### src/hw/svm_pkg.sv
package svm_pkg;
    // ==========================================================
    // Register offsets
    localparam logic [7:0] REG_RD_2V5 = 8'h20;
    localparam logic [7:0] REG_RD_SUP = 8'h22;
    localparam logic [7:0] REG_CONFIG_ONE = 8'h40;
    localparam logic [7:0] REG_STATUS = 8'h41;
    localparam logic [7:0] REG_LO_2V5 = 8'h44;
    localparam logic [7:0] REG_HI_2V5 = 8'h45;
    localparam logic [7:0] REG_LO_SUP = 8'h48;
    localparam logic [7:0] REG_HI_SUP = 8'h49;
    // ==========================================================
    // Reset values
    localparam logic [7:0] RST_CONFIG_ONE = 8'h00;
    localparam logic [7:0] RST_LO_LIMIT = 8'h00;
    localparam logic [7:0] RST_HI_LIMIT = 8'hff;
    localparam logic [9:0] RST_READING = 10'h000;
    // ==========================================================
    // Field positions
    localparam int CFG_BUS_TIMEOUT_DISABLE = 6;
    localparam int CFG_SUPPLY_5V = 7;
    localparam int STAT_2V5 = 0;
    localparam int STAT_SUP = 1;
    // ==========================================================
    // Bus constants
    localparam logic [6:0] ALERT_RESP_ADDR = 7'h0c;
    localparam logic [6:0] DFLT_SLAVE_ADDR = 7'h2e;
    localparam logic [3:0] BITS_PER_BYTE = 4'h8;
    // ==========================================================
    // Timing
    localparam int CLK_HZ = 40_000_000;
    localparam int TIMEOUT_MS = 25;
    localparam int TIMEOUT_CYCLES_DFLT = TIMEOUT_MS * (CLK_HZ / 1000);
    localparam int SAMPLE_US = 711;
    localparam int SAMPLE_CYCLES_DFLT = SAMPLE_US * (CLK_HZ / 1_000_000);
    localparam int AVG_SAMPLES = 16;
    localparam logic [9:0] NOMINAL_CODE = 10'h300;
    // ==========================================================
    // Types
    typedef enum logic [2:0] {
        ST_IDLE,
        ST_ADDR,
        ST_AACK,
        ST_TX,
        ST_MACK,
        ST_RX,
        ST_WACK
    } svm_state_e;
endpackage: svm_pkg

### src/hw/svm_sync.sv
`timescale 1ns/1ps
module svm_sync #(
    parameter logic RESET_VAL = 1'b1
) (
    // Clock and reset
    input wire logic clk_in,
    input wire logic reset_n_in,
    // Signal
    input wire logic async_in,
    output logic sync_out
);
    logic meta_ff;
    logic sync_ff;

    always_ff @(posedge clk_in or negedge reset_n_in) begin
        if (!reset_n_in) begin
            meta_ff <= RESET_VAL;
            sync_ff <= RESET_VAL;
        end else begin
            meta_ff <= async_in;
            sync_ff <= meta_ff;
        end
    end

    assign sync_out = sync_ff;
endmodule: svm_sync

### src/hw/svm_meas.sv
`timescale 1ns/1ps
module svm_meas #(
    parameter int SAMPLE_CYCLES = svm_pkg::SAMPLE_CYCLES_DFLT,
    parameter int AVG_COUNT = svm_pkg::AVG_SAMPLES
) (
    // Clock and reset
    input wire logic clk_in,
    input wire logic reset_n_in,
    // Converter
    input wire logic [9:0] adc_code_in,
    input wire logic adc_done_in,
    output logic adc_start_out,
    output logic adc_channel_out,
    // Readings
    output logic [9:0] rd_2v5_out,
    output logic [9:0] rd_sup_out,
    output logic rd_update_out,
    output logic rd_chan_out
);
    import svm_pkg::*;
    localparam int AVG_W = $clog2(AVG_COUNT);
    localparam int ACC_W = 10 + AVG_W;
    localparam int TICK_W = $clog2(SAMPLE_CYCLES);

    if (AVG_COUNT < 2 || (1 << AVG_W) != AVG_COUNT) $error("AVG_COUNT must be a power of two");
    if (SAMPLE_CYCLES < 2) $error("SAMPLE_CYCLES too small");

    logic [TICK_W-1:0] tick_ff;
    logic busy_ff;
    logic [AVG_W-1:0] cnt_ff;
    logic [ACC_W-1:0] acc_ff;
    logic chan_ff;
    logic [ACC_W-1:0] nxt_acc;
    logic tick;
    logic last;

    assign tick = tick_ff == TICK_W'(SAMPLE_CYCLES - 1);
    assign nxt_acc = acc_ff + ACC_W'(adc_code_in);
    assign last = adc_done_in && busy_ff && cnt_ff == AVG_W'(AVG_COUNT - 1);

    // ==========================================================
    // Conversion pacing
    always_ff @(posedge clk_in or negedge reset_n_in) begin
        if (!reset_n_in) begin
            tick_ff <= '0;
            busy_ff <= 1'b0;
        end else begin
            tick_ff <= tick ? '0 : tick_ff + 1'b1;
            if (tick) begin
                busy_ff <= 1'b1;
            end else if (adc_done_in) begin
                busy_ff <= 1'b0;
            end
        end
    end

    // ==========================================================
    // Averaging and channel stepping
    always_ff @(posedge clk_in or negedge reset_n_in) begin
        if (!reset_n_in) begin
            cnt_ff <= '0;
            acc_ff <= '0;
            chan_ff <= 1'b0;
            rd_2v5_out <= RST_READING;
            rd_sup_out <= RST_READING;
            rd_update_out <= 1'b0;
            rd_chan_out <= 1'b0;
        end else begin
            rd_update_out <= last;
            if (adc_done_in && busy_ff) begin
                cnt_ff <= cnt_ff + 1'b1;
                acc_ff <= last ? '0 : nxt_acc;
            end
            if (last) begin
                // Full-width sum shifted keeps all 10 result bits
                if (chan_ff) begin
                    rd_sup_out <= nxt_acc[ACC_W-1:AVG_W];
                end else begin
                    rd_2v5_out <= nxt_acc[ACC_W-1:AVG_W];
                end
                rd_chan_out <= chan_ff;
                chan_ff <= ~chan_ff;
            end
        end
    end

    assign adc_start_out = tick;
    assign adc_channel_out = chan_ff;
endmodule: svm_meas

### src/hw/svm_top.sv
`timescale 1ns/1ps
module svm_top #(
    parameter logic [6:0] SLAVE_ADDR = svm_pkg::DFLT_SLAVE_ADDR,
    parameter int TIMEOUT_CYCLES = svm_pkg::TIMEOUT_CYCLES_DFLT,
    parameter int SAMPLE_CYCLES = svm_pkg::SAMPLE_CYCLES_DFLT,
    parameter int AVG_COUNT = svm_pkg::AVG_SAMPLES
) (
    // Clock and reset
    input wire logic clk_in,
    input wire logic reset_n_in,
    // SMBus clock and data
    input wire logic scl_in,
    input wire logic sda_in,
    output logic sda_out,
    output logic sda_oe_out,
    // Alert, open drain
    input wire logic alert_in,
    output logic alert_out,
    output logic alert_oe_out,
    // Converter
    input wire logic [9:0] adc_code_in,
    input wire logic adc_done_in,
    output logic adc_start_out,
    output logic adc_channel_out,
    output logic adc_supply_5v_out
);
    import svm_pkg::*;
    localparam int TO_W = $clog2(TIMEOUT_CYCLES + 1);

    if (SLAVE_ADDR == ALERT_RESP_ADDR) $error("Slave address clashes with alert response address");
    if (TIMEOUT_CYCLES < 2) $error("TIMEOUT_CYCLES too small");

    // ==========================================================
    // Pin synchronisers
    logic scl_s;
    logic sda_s;
    logic scl_q_ff;
    logic sda_q_ff;

    svm_sync #(.RESET_VAL(1'b1)) u_scl_sync (
        .clk_in(clk_in),
        .reset_n_in(reset_n_in),
        .async_in(scl_in),
        .sync_out(scl_s)
    );

    svm_sync #(.RESET_VAL(1'b1)) u_sda_sync (
        .clk_in(clk_in),
        .reset_n_in(reset_n_in),
        .async_in(sda_in),
        .sync_out(sda_s)
    );

    always_ff @(posedge clk_in or negedge reset_n_in) begin
        if (!reset_n_in) begin
            scl_q_ff <= 1'b1;
            sda_q_ff <= 1'b1;
        end else begin
            scl_q_ff <= scl_s;
            sda_q_ff <= sda_s;
        end
    end

    logic scl_rise;
    logic scl_fall;
    logic bus_start;
    logic bus_stop;
    logic bus_edge;

    assign scl_rise = scl_s && !scl_q_ff;
    assign scl_fall = !scl_s && scl_q_ff;
    assign bus_start = scl_s && scl_q_ff && sda_q_ff && !sda_s;
    assign bus_stop = scl_s && scl_q_ff && !sda_q_ff && sda_s;
    assign bus_edge = (scl_s != scl_q_ff) || (sda_s != sda_q_ff);

    // ==========================================================
    // Register state
    logic [7:0] ptr_ff;
    logic [7:0] config_ff;
    logic [7:0] lo_2v5_ff;
    logic [7:0] hi_2v5_ff;
    logic [7:0] lo_sup_ff;
    logic [7:0] hi_sup_ff;
    logic [1:0] status_ff;
    logic [1:0] nxt_status;
    logic alert_ff;

    logic [9:0] rd_2v5;
    logic [9:0] rd_sup;
    logic rd_update;
    logic rd_chan;

    svm_meas #(
        .SAMPLE_CYCLES(SAMPLE_CYCLES),
        .AVG_COUNT(AVG_COUNT)
    ) u_meas (
        .clk_in(clk_in),
        .reset_n_in(reset_n_in),
        .adc_code_in(adc_code_in),
        .adc_done_in(adc_done_in),
        .adc_start_out(adc_start_out),
        .adc_channel_out(adc_channel_out),
        .rd_2v5_out(rd_2v5),
        .rd_sup_out(rd_sup),
        .rd_update_out(rd_update),
        .rd_chan_out(rd_chan)
    );

    // Registers hold the eight upper bits of each 10-bit reading
    function automatic logic [7:0] rd_mux(input logic [7:0] addr);
        logic [7:0] val;
        val = 8'h00;
        if (addr == REG_RD_2V5) begin
            val = rd_2v5[9:2];
        end else if (addr == REG_RD_SUP) begin
            val = rd_sup[9:2];
        end else if (addr == REG_CONFIG_ONE) begin
            val = config_ff;
        end else if (addr == REG_STATUS) begin
            val = {6'h00, status_ff};
        end else if (addr == REG_LO_2V5) begin
            val = lo_2v5_ff;
        end else if (addr == REG_HI_2V5) begin
            val = hi_2v5_ff;
        end else if (addr == REG_LO_SUP) begin
            val = lo_sup_ff;
        end else if (addr == REG_HI_SUP) begin
            val = hi_sup_ff;
        end
        return val;
    endfunction: rd_mux

    // ==========================================================
    // Bus state machine
    svm_state_e state_ff;
    logic [3:0] bit_cnt_ff;
    logic [7:0] rx_sh_ff;
    logic [7:0] tx_sh_ff;
    logic drive_ff;
    logic rw_ff;
    logic ara_ff;
    logic wr_idx_ff;
    logic ack_seen_ff;
    logic timeout;

    logic byte_in;
    logic wr_ptr;
    logic wr_reg;
    logic load_tx;
    logic stat_rd;
    logic [7:0] tx_byte;
    logic addr_dev;
    logic addr_ara;

    assign byte_in = scl_fall && state_ff == ST_RX && bit_cnt_ff == BITS_PER_BYTE;
    assign wr_ptr = byte_in && !wr_idx_ff;
    assign wr_reg = byte_in && wr_idx_ff;
    assign load_tx = scl_fall && ((state_ff == ST_AACK && rw_ff) || (state_ff == ST_MACK && ack_seen_ff));
    assign stat_rd = load_tx && !ara_ff && ptr_ff == REG_STATUS;
    always_comb tx_byte = ara_ff ? {SLAVE_ADDR, 1'b0} : rd_mux(ptr_ff);
    assign addr_dev = rx_sh_ff[7:1] == SLAVE_ADDR;
    // Alert response is only answered for a read while alerting
    assign addr_ara = rx_sh_ff[7:1] == ALERT_RESP_ADDR && rx_sh_ff[0] && alert_ff;

    always_ff @(posedge clk_in or negedge reset_n_in) begin
        if (!reset_n_in) begin
            state_ff <= ST_IDLE;
            bit_cnt_ff <= 4'h0;
            rx_sh_ff <= 8'h00;
            tx_sh_ff <= 8'hff;
            drive_ff <= 1'b0;
            rw_ff <= 1'b0;
            ara_ff <= 1'b0;
            wr_idx_ff <= 1'b0;
            ack_seen_ff <= 1'b0;
        end else if (bus_start) begin
            // Repeated start also lands here
            state_ff <= ST_ADDR;
            bit_cnt_ff <= 4'h0;
            drive_ff <= 1'b0;
        end else if (bus_stop || timeout) begin
            state_ff <= ST_IDLE;
            drive_ff <= 1'b0;
        end else begin
            case (state_ff)
                ST_ADDR: begin
                    if (scl_rise) begin
                        rx_sh_ff <= {rx_sh_ff[6:0], sda_s};
                        bit_cnt_ff <= bit_cnt_ff + 4'h1;
                    end else if (scl_fall && bit_cnt_ff == BITS_PER_BYTE) begin
                        if (addr_dev || addr_ara) begin
                            state_ff <= ST_AACK;
                            drive_ff <= 1'b1;
                            rw_ff <= rx_sh_ff[0];
                            ara_ff <= addr_ara;
                        end else begin
                            state_ff <= ST_IDLE;
                        end
                    end
                end
                ST_AACK: begin
                    if (scl_fall) begin
                        bit_cnt_ff <= 4'h0;
                        wr_idx_ff <= 1'b0;
                        if (rw_ff) begin
                            state_ff <= ST_TX;
                            tx_sh_ff <= tx_byte;
                            drive_ff <= ~tx_byte[7];
                        end else begin
                            state_ff <= ST_RX;
                            drive_ff <= 1'b0;
                        end
                    end
                end
                ST_TX: begin
                    if (scl_rise) begin
                        bit_cnt_ff <= bit_cnt_ff + 4'h1;
                        // In an alert response, a released one read back as zero loses arbitration
                        if (ara_ff && tx_sh_ff[7] && !sda_s) begin
                            state_ff <= ST_IDLE;
                            drive_ff <= 1'b0;
                        end
                    end else if (scl_fall) begin
                        if (bit_cnt_ff == BITS_PER_BYTE) begin
                            state_ff <= ST_MACK;
                            drive_ff <= 1'b0;
                        end else begin
                            tx_sh_ff <= {tx_sh_ff[6:0], 1'b1};
                            drive_ff <= ~tx_sh_ff[6];
                        end
                    end
                end
                ST_MACK: begin
                    if (scl_rise) begin
                        ack_seen_ff <= !sda_s;
                    end else if (scl_fall) begin
                        bit_cnt_ff <= 4'h0;
                        if (ack_seen_ff) begin
                            state_ff <= ST_TX;
                            tx_sh_ff <= tx_byte;
                            drive_ff <= ~tx_byte[7];
                        end else begin
                            state_ff <= ST_IDLE;
                        end
                    end
                end
                ST_RX: begin
                    if (scl_rise) begin
                        rx_sh_ff <= {rx_sh_ff[6:0], sda_s};
                        bit_cnt_ff <= bit_cnt_ff + 4'h1;
                    end else if (byte_in) begin
                        state_ff <= ST_WACK;
                        drive_ff <= 1'b1;
                        wr_idx_ff <= 1'b1;
                    end
                end
                ST_WACK: begin
                    if (scl_fall) begin
                        state_ff <= ST_RX;
                        bit_cnt_ff <= 4'h0;
                        drive_ff <= 1'b0;
                    end
                end
                default: begin
                    drive_ff <= 1'b0;
                end
            endcase
        end
    end

    // ==========================================================
    // Lockup timeout
    logic [TO_W-1:0] to_cnt_ff;

    assign timeout = to_cnt_ff == TO_W'(TIMEOUT_CYCLES - 1);

    always_ff @(posedge clk_in or negedge reset_n_in) begin
        if (!reset_n_in) begin
            to_cnt_ff <= '0;
        end else if (config_ff[CFG_BUS_TIMEOUT_DISABLE] || state_ff == ST_IDLE) begin
            to_cnt_ff <= '0;
        end else if (bus_edge || timeout) begin
            to_cnt_ff <= '0;
        end else begin
            to_cnt_ff <= to_cnt_ff + 1'b1;
        end
    end

    // ==========================================================
    // Pointer and writable registers
    always_ff @(posedge clk_in or negedge reset_n_in) begin
        if (!reset_n_in) begin
            ptr_ff <= 8'h00;
            config_ff <= RST_CONFIG_ONE;
            lo_2v5_ff <= RST_LO_LIMIT;
            hi_2v5_ff <= RST_HI_LIMIT;
            lo_sup_ff <= RST_LO_LIMIT;
            hi_sup_ff <= RST_HI_LIMIT;
        end else if (wr_ptr) begin
            ptr_ff <= rx_sh_ff;
        end else if (wr_reg) begin
            // Read-only and unmapped offsets ignore the data byte
            if (ptr_ff == REG_CONFIG_ONE) begin
                config_ff <= rx_sh_ff;
            end else if (ptr_ff == REG_LO_2V5) begin
                lo_2v5_ff <= rx_sh_ff;
            end else if (ptr_ff == REG_HI_2V5) begin
                hi_2v5_ff <= rx_sh_ff;
            end else if (ptr_ff == REG_LO_SUP) begin
                lo_sup_ff <= rx_sh_ff;
            end else if (ptr_ff == REG_HI_SUP) begin
                hi_sup_ff <= rx_sh_ff;
            end
        end
    end

    // ==========================================================
    // Limit check, status and alert
    logic [7:0] new_rd;
    logic viol_2v5;
    logic viol_sup;
    logic [1:0] viol_now;
    logic [1:0] viol_set;

    assign new_rd = rd_chan ? rd_sup[9:2] : rd_2v5[9:2];
    assign viol_2v5 = rd_2v5[9:2] < lo_2v5_ff || rd_2v5[9:2] > hi_2v5_ff;
    assign viol_sup = rd_sup[9:2] < lo_sup_ff || rd_sup[9:2] > hi_sup_ff;
    assign viol_now = {viol_sup, viol_2v5};
    assign viol_set[STAT_2V5] = rd_update && !rd_chan && (new_rd < lo_2v5_ff || new_rd > hi_2v5_ff);
    assign viol_set[STAT_SUP] = rd_update && rd_chan && (new_rd < lo_sup_ff || new_rd > hi_sup_ff);

    // Status read keeps a bit only while its fault persists; a new hit wins
    always_comb begin
        nxt_status = stat_rd ? viol_now : status_ff;
        nxt_status = nxt_status | viol_set;
    end

    always_ff @(posedge clk_in or negedge reset_n_in) begin
        if (!reset_n_in) begin
            status_ff <= 2'h0;
            alert_ff <= 1'b0;
        end else begin
            status_ff <= nxt_status;
            alert_ff <= |nxt_status;
        end
    end

    // ==========================================================
    // Pin drivers
    assign sda_out = 1'b0;
    assign sda_oe_out = drive_ff;
    assign alert_out = 1'b0;
    assign alert_oe_out = alert_ff;
    assign adc_supply_5v_out = config_ff[CFG_SUPPLY_5V];
endmodule: svm_top

### config.mk
export PLATFORM = sky130hd
export DESIGN_NAME = svm_top
export DESIGN_NICKNAME = d
export VERILOG_FILES = /design/src/hw/svm_pkg.sv /design/src/hw/svm_sync.sv /design/src/hw/svm_meas.sv /design/src/hw/svm_top.sv
export SDC_FILE = /design/constraint.sdc
export NUM_CORES = 1
export LEC_CHECK = 0
export ABC_AREA = 1
export BUFFER_PORTS_ARGS = -buffer_cell sky130_fd_sc_hd__buf_2
export CAP_MARGIN = 20
export CORE_MARGIN = 2
export CORE_UTILIZATION = 40
export DETAILED_ROUTE_END_ITERATION = 7
export GPL_ROUTABILITY_DRIVEN = 0
export GPL_TIMING_DRIVEN = 0
export PLACE_DENSITY = 0.57
export SETUP_SLACK_MARGIN = 0.05
export SYNTH_ARGS = -nofsm -noshare
export SYNTH_HDL_FRONTEND = slang
export SYNTH_SLANG_ARGS = --single-unit
### constraint.sdc
create_clock -name clk_in -period 2.45 [get_ports clk_in]
set_input_delay 0 -clock clk_in [delete_from_list [all_inputs] [get_ports clk_in]]
set_output_delay 0 -clock clk_in [all_outputs]
set_load 0.02 [all_outputs]
After elaboration in Yosys (flattened, before gate mapping)

Cells that the tools add are included.

Output and inout port bits: 7
Bits of input ports: 16
Flip-flop bits (word level): 162
Logic and storage cells: 244

Reductions and logical operators: 69
Order comparisons: 8
Bitwise logic cells: 12
Mux-type cells: 69
Add/sub/neg operators: 5
Equality and inequality tests: 48

Operators by type and width:

| kind                                                                     | count |
|---|---|
| 8-bit 2-to-1 mux                                                         | 18 |
| 8-bit by 7-bit == test with 1-bit output (second input constant)         | 6 |
| 3-bit 2-to-1 mux                                                         | 15 |
| 20-bit 2-to-1 mux                                                        | 2 |
| 8-bit greater-than comparator                                            | 4 |
| 8-bit < comparator                                                       | 4 |
| 1-bit logical AND                                                        | 27 |
| 4-bit by 3-bit inequality test with 1-bit output (second input constant) | 6 |
| 8-bit case mux with 3 select lines                                       | 1 |
| 12-bit AND reduction                                                     | 2 |
| 2-bit inequality test (second input constant)                            | 11 |
| 20-bit by 1-bit adder with 20-bit output (second input constant)         | 1 |
| 20-bit == test (second input constant)                                   | 1 |
| 4-bit 2-to-1 mux                                                         | 5 |
| 1-bit 2-to-1 mux                                                         | 19 |
| 3-bit case mux with 6 select lines                                       | 1 |
| 6-bit AND reduction                                                      | 3 |
| 8-bit by 6-bit == test with 1-bit output (second input constant)         | 2 |
| 4-bit inequality test (second input constant)                            | 4 |
| 4-bit AND reduction                                                      | 4 |
| 15-bit by 1-bit adder with 15-bit output (second input constant)         | 1 |
| 15-bit == test (second input constant)                                   | 1 |
| 15-bit 2-to-1 mux                                                        | 1 |
| 5-bit inequality test (second input constant)                            | 3 |
| 32 further kinds                                                         | 69 |

Longest topological paths before layout

Word-level depth: 17
Gate-level depth with buffers: 15
Depth with buffers taken out: 14

Modules after synthesis

From an unflattened synthesis, not the netlist that was laid out.

Cells, all modules: 1334
Area, all modules: 10079.7 um^2

Modules (own cells, without submodules):

| module   | times used | cells each | sequential area each (um^2) | area an instance (um^2) |
|---|---|---|---|---|
| svm_top  | 1          | 934        | 2560.0                      | 6849.1 |
| svm_meas | 1          | 396        | 1426.4                      | 3125.5 |
| svm_sync | 2          | 2          | 52.6                        | 52.6 |

Worst setup path before layout

No wires, ideal clock.

Path kind: register -> register
Start point: reg u_meas.rd_chan_out
End point: reg alert_ff, in the netlist alert_oe_out
Library setup time: 0.124 ns
Setup slack: 0.443 ns
Period minus slack after synthesis: 2.007 ns
Arrival time: 1.883 ns
Buffers on the path: 1
Data required time: 2.326 ns
Stages on the path, launching flop included: 12
Path through: dfrtp_1 > clkbuf_1 > o21ai_0 > ha_1 > nand2_1 > inv_1 > o21ai_0 > nand3_1 > o21ai_0 > nand2_1 > a21oi_1 > nand2_1

Longest elaborated chain between the ends: 6
Elaborated cells on any way between the ends: 14
Those cells by class: 4 x order compare; 1 x mux; 1 x bitwise; 8 x reduce/logical

RTL lines:

| element                                          | RTL line                       | source |
|---|---|---|
| start, declared                                  | svm_meas.sv:18                 | `output logic rd_chan_out` |
| start signal, assigned                           | svm_meas.sv:81                 | `rd_chan_out <= chan_ff;` |
| 8-bit 2-to-1 mux                                 | svm_top.sv:325                 | `assign new_rd = rd_chan ? rd_sup[9:2] : rd_2v5[9:2];` |
| 8-bit < comparator, or another cell as far along | svm_top.sv:329                 | `assign viol_set[STAT_2V5] = rd_update && !rd_chan && (new_rd < lo_2v5_ff \|\| new_rd > hi_2v5_ff);` |
| 1-bit logical OR, on equally long branches       | svm_top.sv:329, svm_top.sv:330 |  |
| 1-bit logical AND, on equally long branches      | svm_top.sv:329, svm_top.sv:330 |  |
| 2-bit bitwise OR (*)                             | svm_top.sv:335                 | `nxt_status = nxt_status \| viol_set;` |
| 2-bit OR reduction (*)                           | svm_top.sv:344                 | `alert_ff <= \|nxt_status;` |
| end signal, assigned                             | svm_top.sv:344                 |  |
| end, declared                                    | svm_top.sv:86                  | `logic alert_ff;` |

Every way passes the cells marked *; elsewhere a longest branch is shown, timed or not.
A chain may end at the register's enable or synchronous reset.

Worst setup path in the final report

Same ends and word-level chain as after synthesis.

==> impl_metrics.ini <==
[synthesis]
syn_inst = 1235
ys_seq_area_frac = 0.413
synth_edf_count = 0
synthArstFlopShare = 1.00
syn_area_per_cell_sq_um = 7.83
synth-main-ff-cell = dfrtp_1
synth-seq-cells = 158
ys_types = 54
yosys_warnings = 0
synth_area_sq_um = 9670

[global_routing]
antenna_found_initial = 0
grt_use_met1 = 0.295
top_usage_layer = met2
overflow = 0
use_met3 = 0.0331
grt_pass1_vias = 7659
grt_max_degree = 119
grt_pass1_wl_um = 40800
grt_use_met2 = 0.309
grt_use_total = 0.201

[power_and_ir_drop]
peakVddDrop_mv = 0.328
power.total_mw = 5.96
p_leak_nw = 5.25
power_density_nw_per_um2 = 544

[critical_path]
crit_arrival_ns = 2.53
crit_top_cell = nand2_1
crit_path_end_kind = register
path_cells = buf_6, o21ai_2, ha_1, nand2_1, nor2_1, nand2_1, o211ai_1, o21ai_0, nand2_1, a21oi_1, nand2_1
critPathMaxFanout = 10
start_kind = register
cp_slowest_cell = dfrtp_2
crit_type = register to register
cp.required_ns = 2.74
critPathMaxStageDelay_ns = 0.47

[floorplan]
die_h_um = 160
core-area_sq_um = 23600
ios = 23
die-area_sq_um = 25400
initial_utilization = 0.410
rows = 56
die_x_um = 160

[cells_and_area]
postLayoutCoreUtil = 0.464
stdcell_area_sq_um = 11000
nNetsFinal = 1382
final_cells = 1618
fill_cells = 2370
area_delta_synth_final_pct = 13.3
diodes = 0
drive_above_1_share = 0.118

[detailed_routing]
drt-initial-drc-count = 622
drc = 0
viasPerCell = 5.04
wirelength_um = 24800
drt_pass1_iterations = 5
postRouteAntennaNets = 0
route.vias.total = 8147
wl_per_cell_um = 15.3

[clock_network]
h-tree-depth = 4
cts-root-buf = clkbuf_16
cts_buffers = 17
clock_sinks = 158
worst_skew_pair.late_latency_ns = 0.44
clkSlewWorstSetupHoldPaths_ns = 0.07
cts.path.max_buffers = 2
tritoncts = yes

[timing]
drv_slew = 0
fin_ws_ns = 0.215
rsz0062_at_grt = yes
timing.hold.ws_ns = 0.0455
maxSlewHeadroom = 0.540
finalHoldViolations = 0
period_share = 0.912
setup_viol = 0
min_period_ns = 2.23
worstMarginPinSlew_ns = 0.684
clock_skew_ns = 0.0140
max_freq_mhz = 447
tns_ns = 0

[place]
place_ws_ns = -0.258
placement.io_buffers = 19
place_inst = 1576
hpwlAfterDp_um = 18500
placed_area_sq_um = 10200

[job]
drv_cap = 0

[min_path]
hold_path_class = primary input to asynchronous set/reset pin

[run_status]
status = finished, final reports clean
[per-layer routing]
layer / vias to the layer above / part of all wire
li1: 4177 / -
met1: 3798 / 0.51
met2: 146 / 0.45
met3: 26 / 0.032
met4: 0 / 0.015
met5: - / 0
[final timing paths]
kind	from	endpoint	slack, ns	cells past startpoint
worst max-delay path	u_meas.rd_chan_out$_DFFE_PN0P_	alert_oe_out$_DFF_PN0_	0.22	11
worst min-delay path	reset_n_in	u_meas.rd_sup_out[8]$_DFFE_PN0P_	0.05	2
worst max register to register	u_meas.rd_chan_out$_DFFE_PN0P_	alert_oe_out$_DFF_PN0_	0.22	11
worst min register to register	u_sda_sync.meta_ff$_DFF_PN1_	u_sda_sync.sync_out$_DFF_PN1_	0.36	0
max in group asynchronous	reset_n_in	lo_2v5_ff[3]$_DFFE_PN0P_	1.48	3
min in group clk_in	adc_code_in[4]	u_meas.acc_ff[4]$_DFFE_PN0P_	0.07	5
[cells in the mapped netlist (3+ instances only)]
cell type / n / share of area
nand2_1: 319 / 0.12
inv_1: 158 / 0.061
dfrtp_1: 128 / 0.33
o21ai_0: 115 / 0.060
nor2_1: 93 / 0.036
ha_1: 79 / 0.10
nand3_1: 76 / 0.039
a21oi_1: 60 / 0.031
dfstp_2: 30 / 0.081
nand4_1: 24 / 0.016
nor3_1: 18 / 0.0093
xor2_1: 14 / 0.013
xnor2_1: 10 / 0.0091
clkbuf_1: 9 / 0.0035
o21ai_2: 8 / 0.0072
buf_2: 6 / 0.0031
inv_2: 6 / 0.0023
nor3b_1: 5 / 0.0039
nor4_1: 5 / 0.0032
o211ai_1: 5 / 0.0039
nand2_2: 4 / 0.0026
nor2_2: 4 / 0.0026
or2_2: 4 / 0.0026
a31oi_1: 3 / 0.0019
a32o_1: 3 / 0.0031
buf_4: 3 / 0.0023
buf_6: 3 / 0.0035
nor2_4: 3 / 0.0035
o22ai_1: 3 / 0.0019
[cell type report]
type                    count  area [sq um]  share of cell area
plain buffers              22           148              0.0135
inverters                 165           619              0.0565
multi-input cells         891          4990               0.455
flip-flops and latches    158          3990               0.364
clock inverters            13           128              0.0116
well taps                 319           399              0.0364
repair buffers             31           230              0.0210
clock buffers              19           453              0.0413
[cell usage in the layout (no fill, tap or decap), types with 6 or more instances in the layout]
| cell type | synthesis | routed |
|---|---|---|
| buf_4 | 3 | 6 |
| ha_1 | 79 | 79 |
| inv_2 | 6 | 7 |
| buf_2 | 6 | 25 |
| clkbuf_1 | 9 | 8 |
| o21ai_0 | 115 | 106 |
| a21oi_1 | 60 | 60 |
| dlygate4sd3_1 | 0 | 7 |
| nand4_1 | 24 | 24 |
| xnor2_1 | 10 | 9 |
| xor2_1 | 14 | 14 |
| nand2_2 | 4 | 6 |
| nand2_1 | 319 | 317 |
| nor2_1 | 93 | 93 |
| clkbuf_16 | 0 | 17 |
| dfstp_2 | 30 | 30 |
| nand3_1 | 76 | 75 |
| inv_1 | 158 | 157 |
| o21ai_2 | 8 | 11 |
| dfrtp_1 | 128 | 126 |
| nor3_1 | 18 | 18 |
[logic make-up (layout without fill, tap and decap cells)]
family,after synthesis,after routing,synth area share
fa+ha+maj,80,80,0.104
flops,158,158,0.413
simple gates,568,568,0.258
other cells,1,2,0.000388
compound gates,217,217,0.125
buf+inv,187,250,0.0785
xor+xnor,24,24,0.0217
[what timing repair did]
| item | CTS | global route |
|---|---|---|
| hold buffers | 7 | 0 |
| resized for setup | 10 | 20 |
| setup buffers | 0 | 3 |
| setup endpoints to repair | 3 | 20 |
| pin swaps | 0 | 2 |
| hold endpoints to repair | 134 | 0 |
[where the power goes]
part / leakage, nW / internal, mW / switching [mW] / total (mW)
Clock: 0.289 / 1.48 / 1.19 / 2.67
Sequential: 2.03 / 2.68 / 0.0507 / 2.73
Combinational: 2.93 / 0.187 / 0.372 / 0.559
Total: 5.25 / 4.34 / 1.61 / 5.96
[worst max-delay path: cells and delay by family (launching register included)]
| kind | cells | cell delay, ns |
|---|---|---|
| fa+ha+maj | 1 | 0.32 |
| buf+inv | 1 | 0.17 |
| flops | 1 | 0.47 |
| simple gates | 5 | 0.42 |
| compound gates | 4 | 0.70 |
[flip-flops by register name, summed over array words and instances, names as in the netlist, 2 cells and up]
name and flops:
hi_sup_ff 8, to_cnt_ff 20, ptr_ff 8, config_ff 8, status_ff 2, u_meas.acc_ff 14
u_meas.rd_2v5_out 8, u_meas.tick_ff 15, lo_2v5_ff 8, bit_cnt_ff 4, rx_sh_ff 8, state_ff 3
u_meas.cnt_ff 4, lo_sup_ff 8, u_meas.rd_sup_out 8, tx_sh_ff 8, hi_2v5_ff 8
Note: power is estimated with default switching activity, not from simulation.
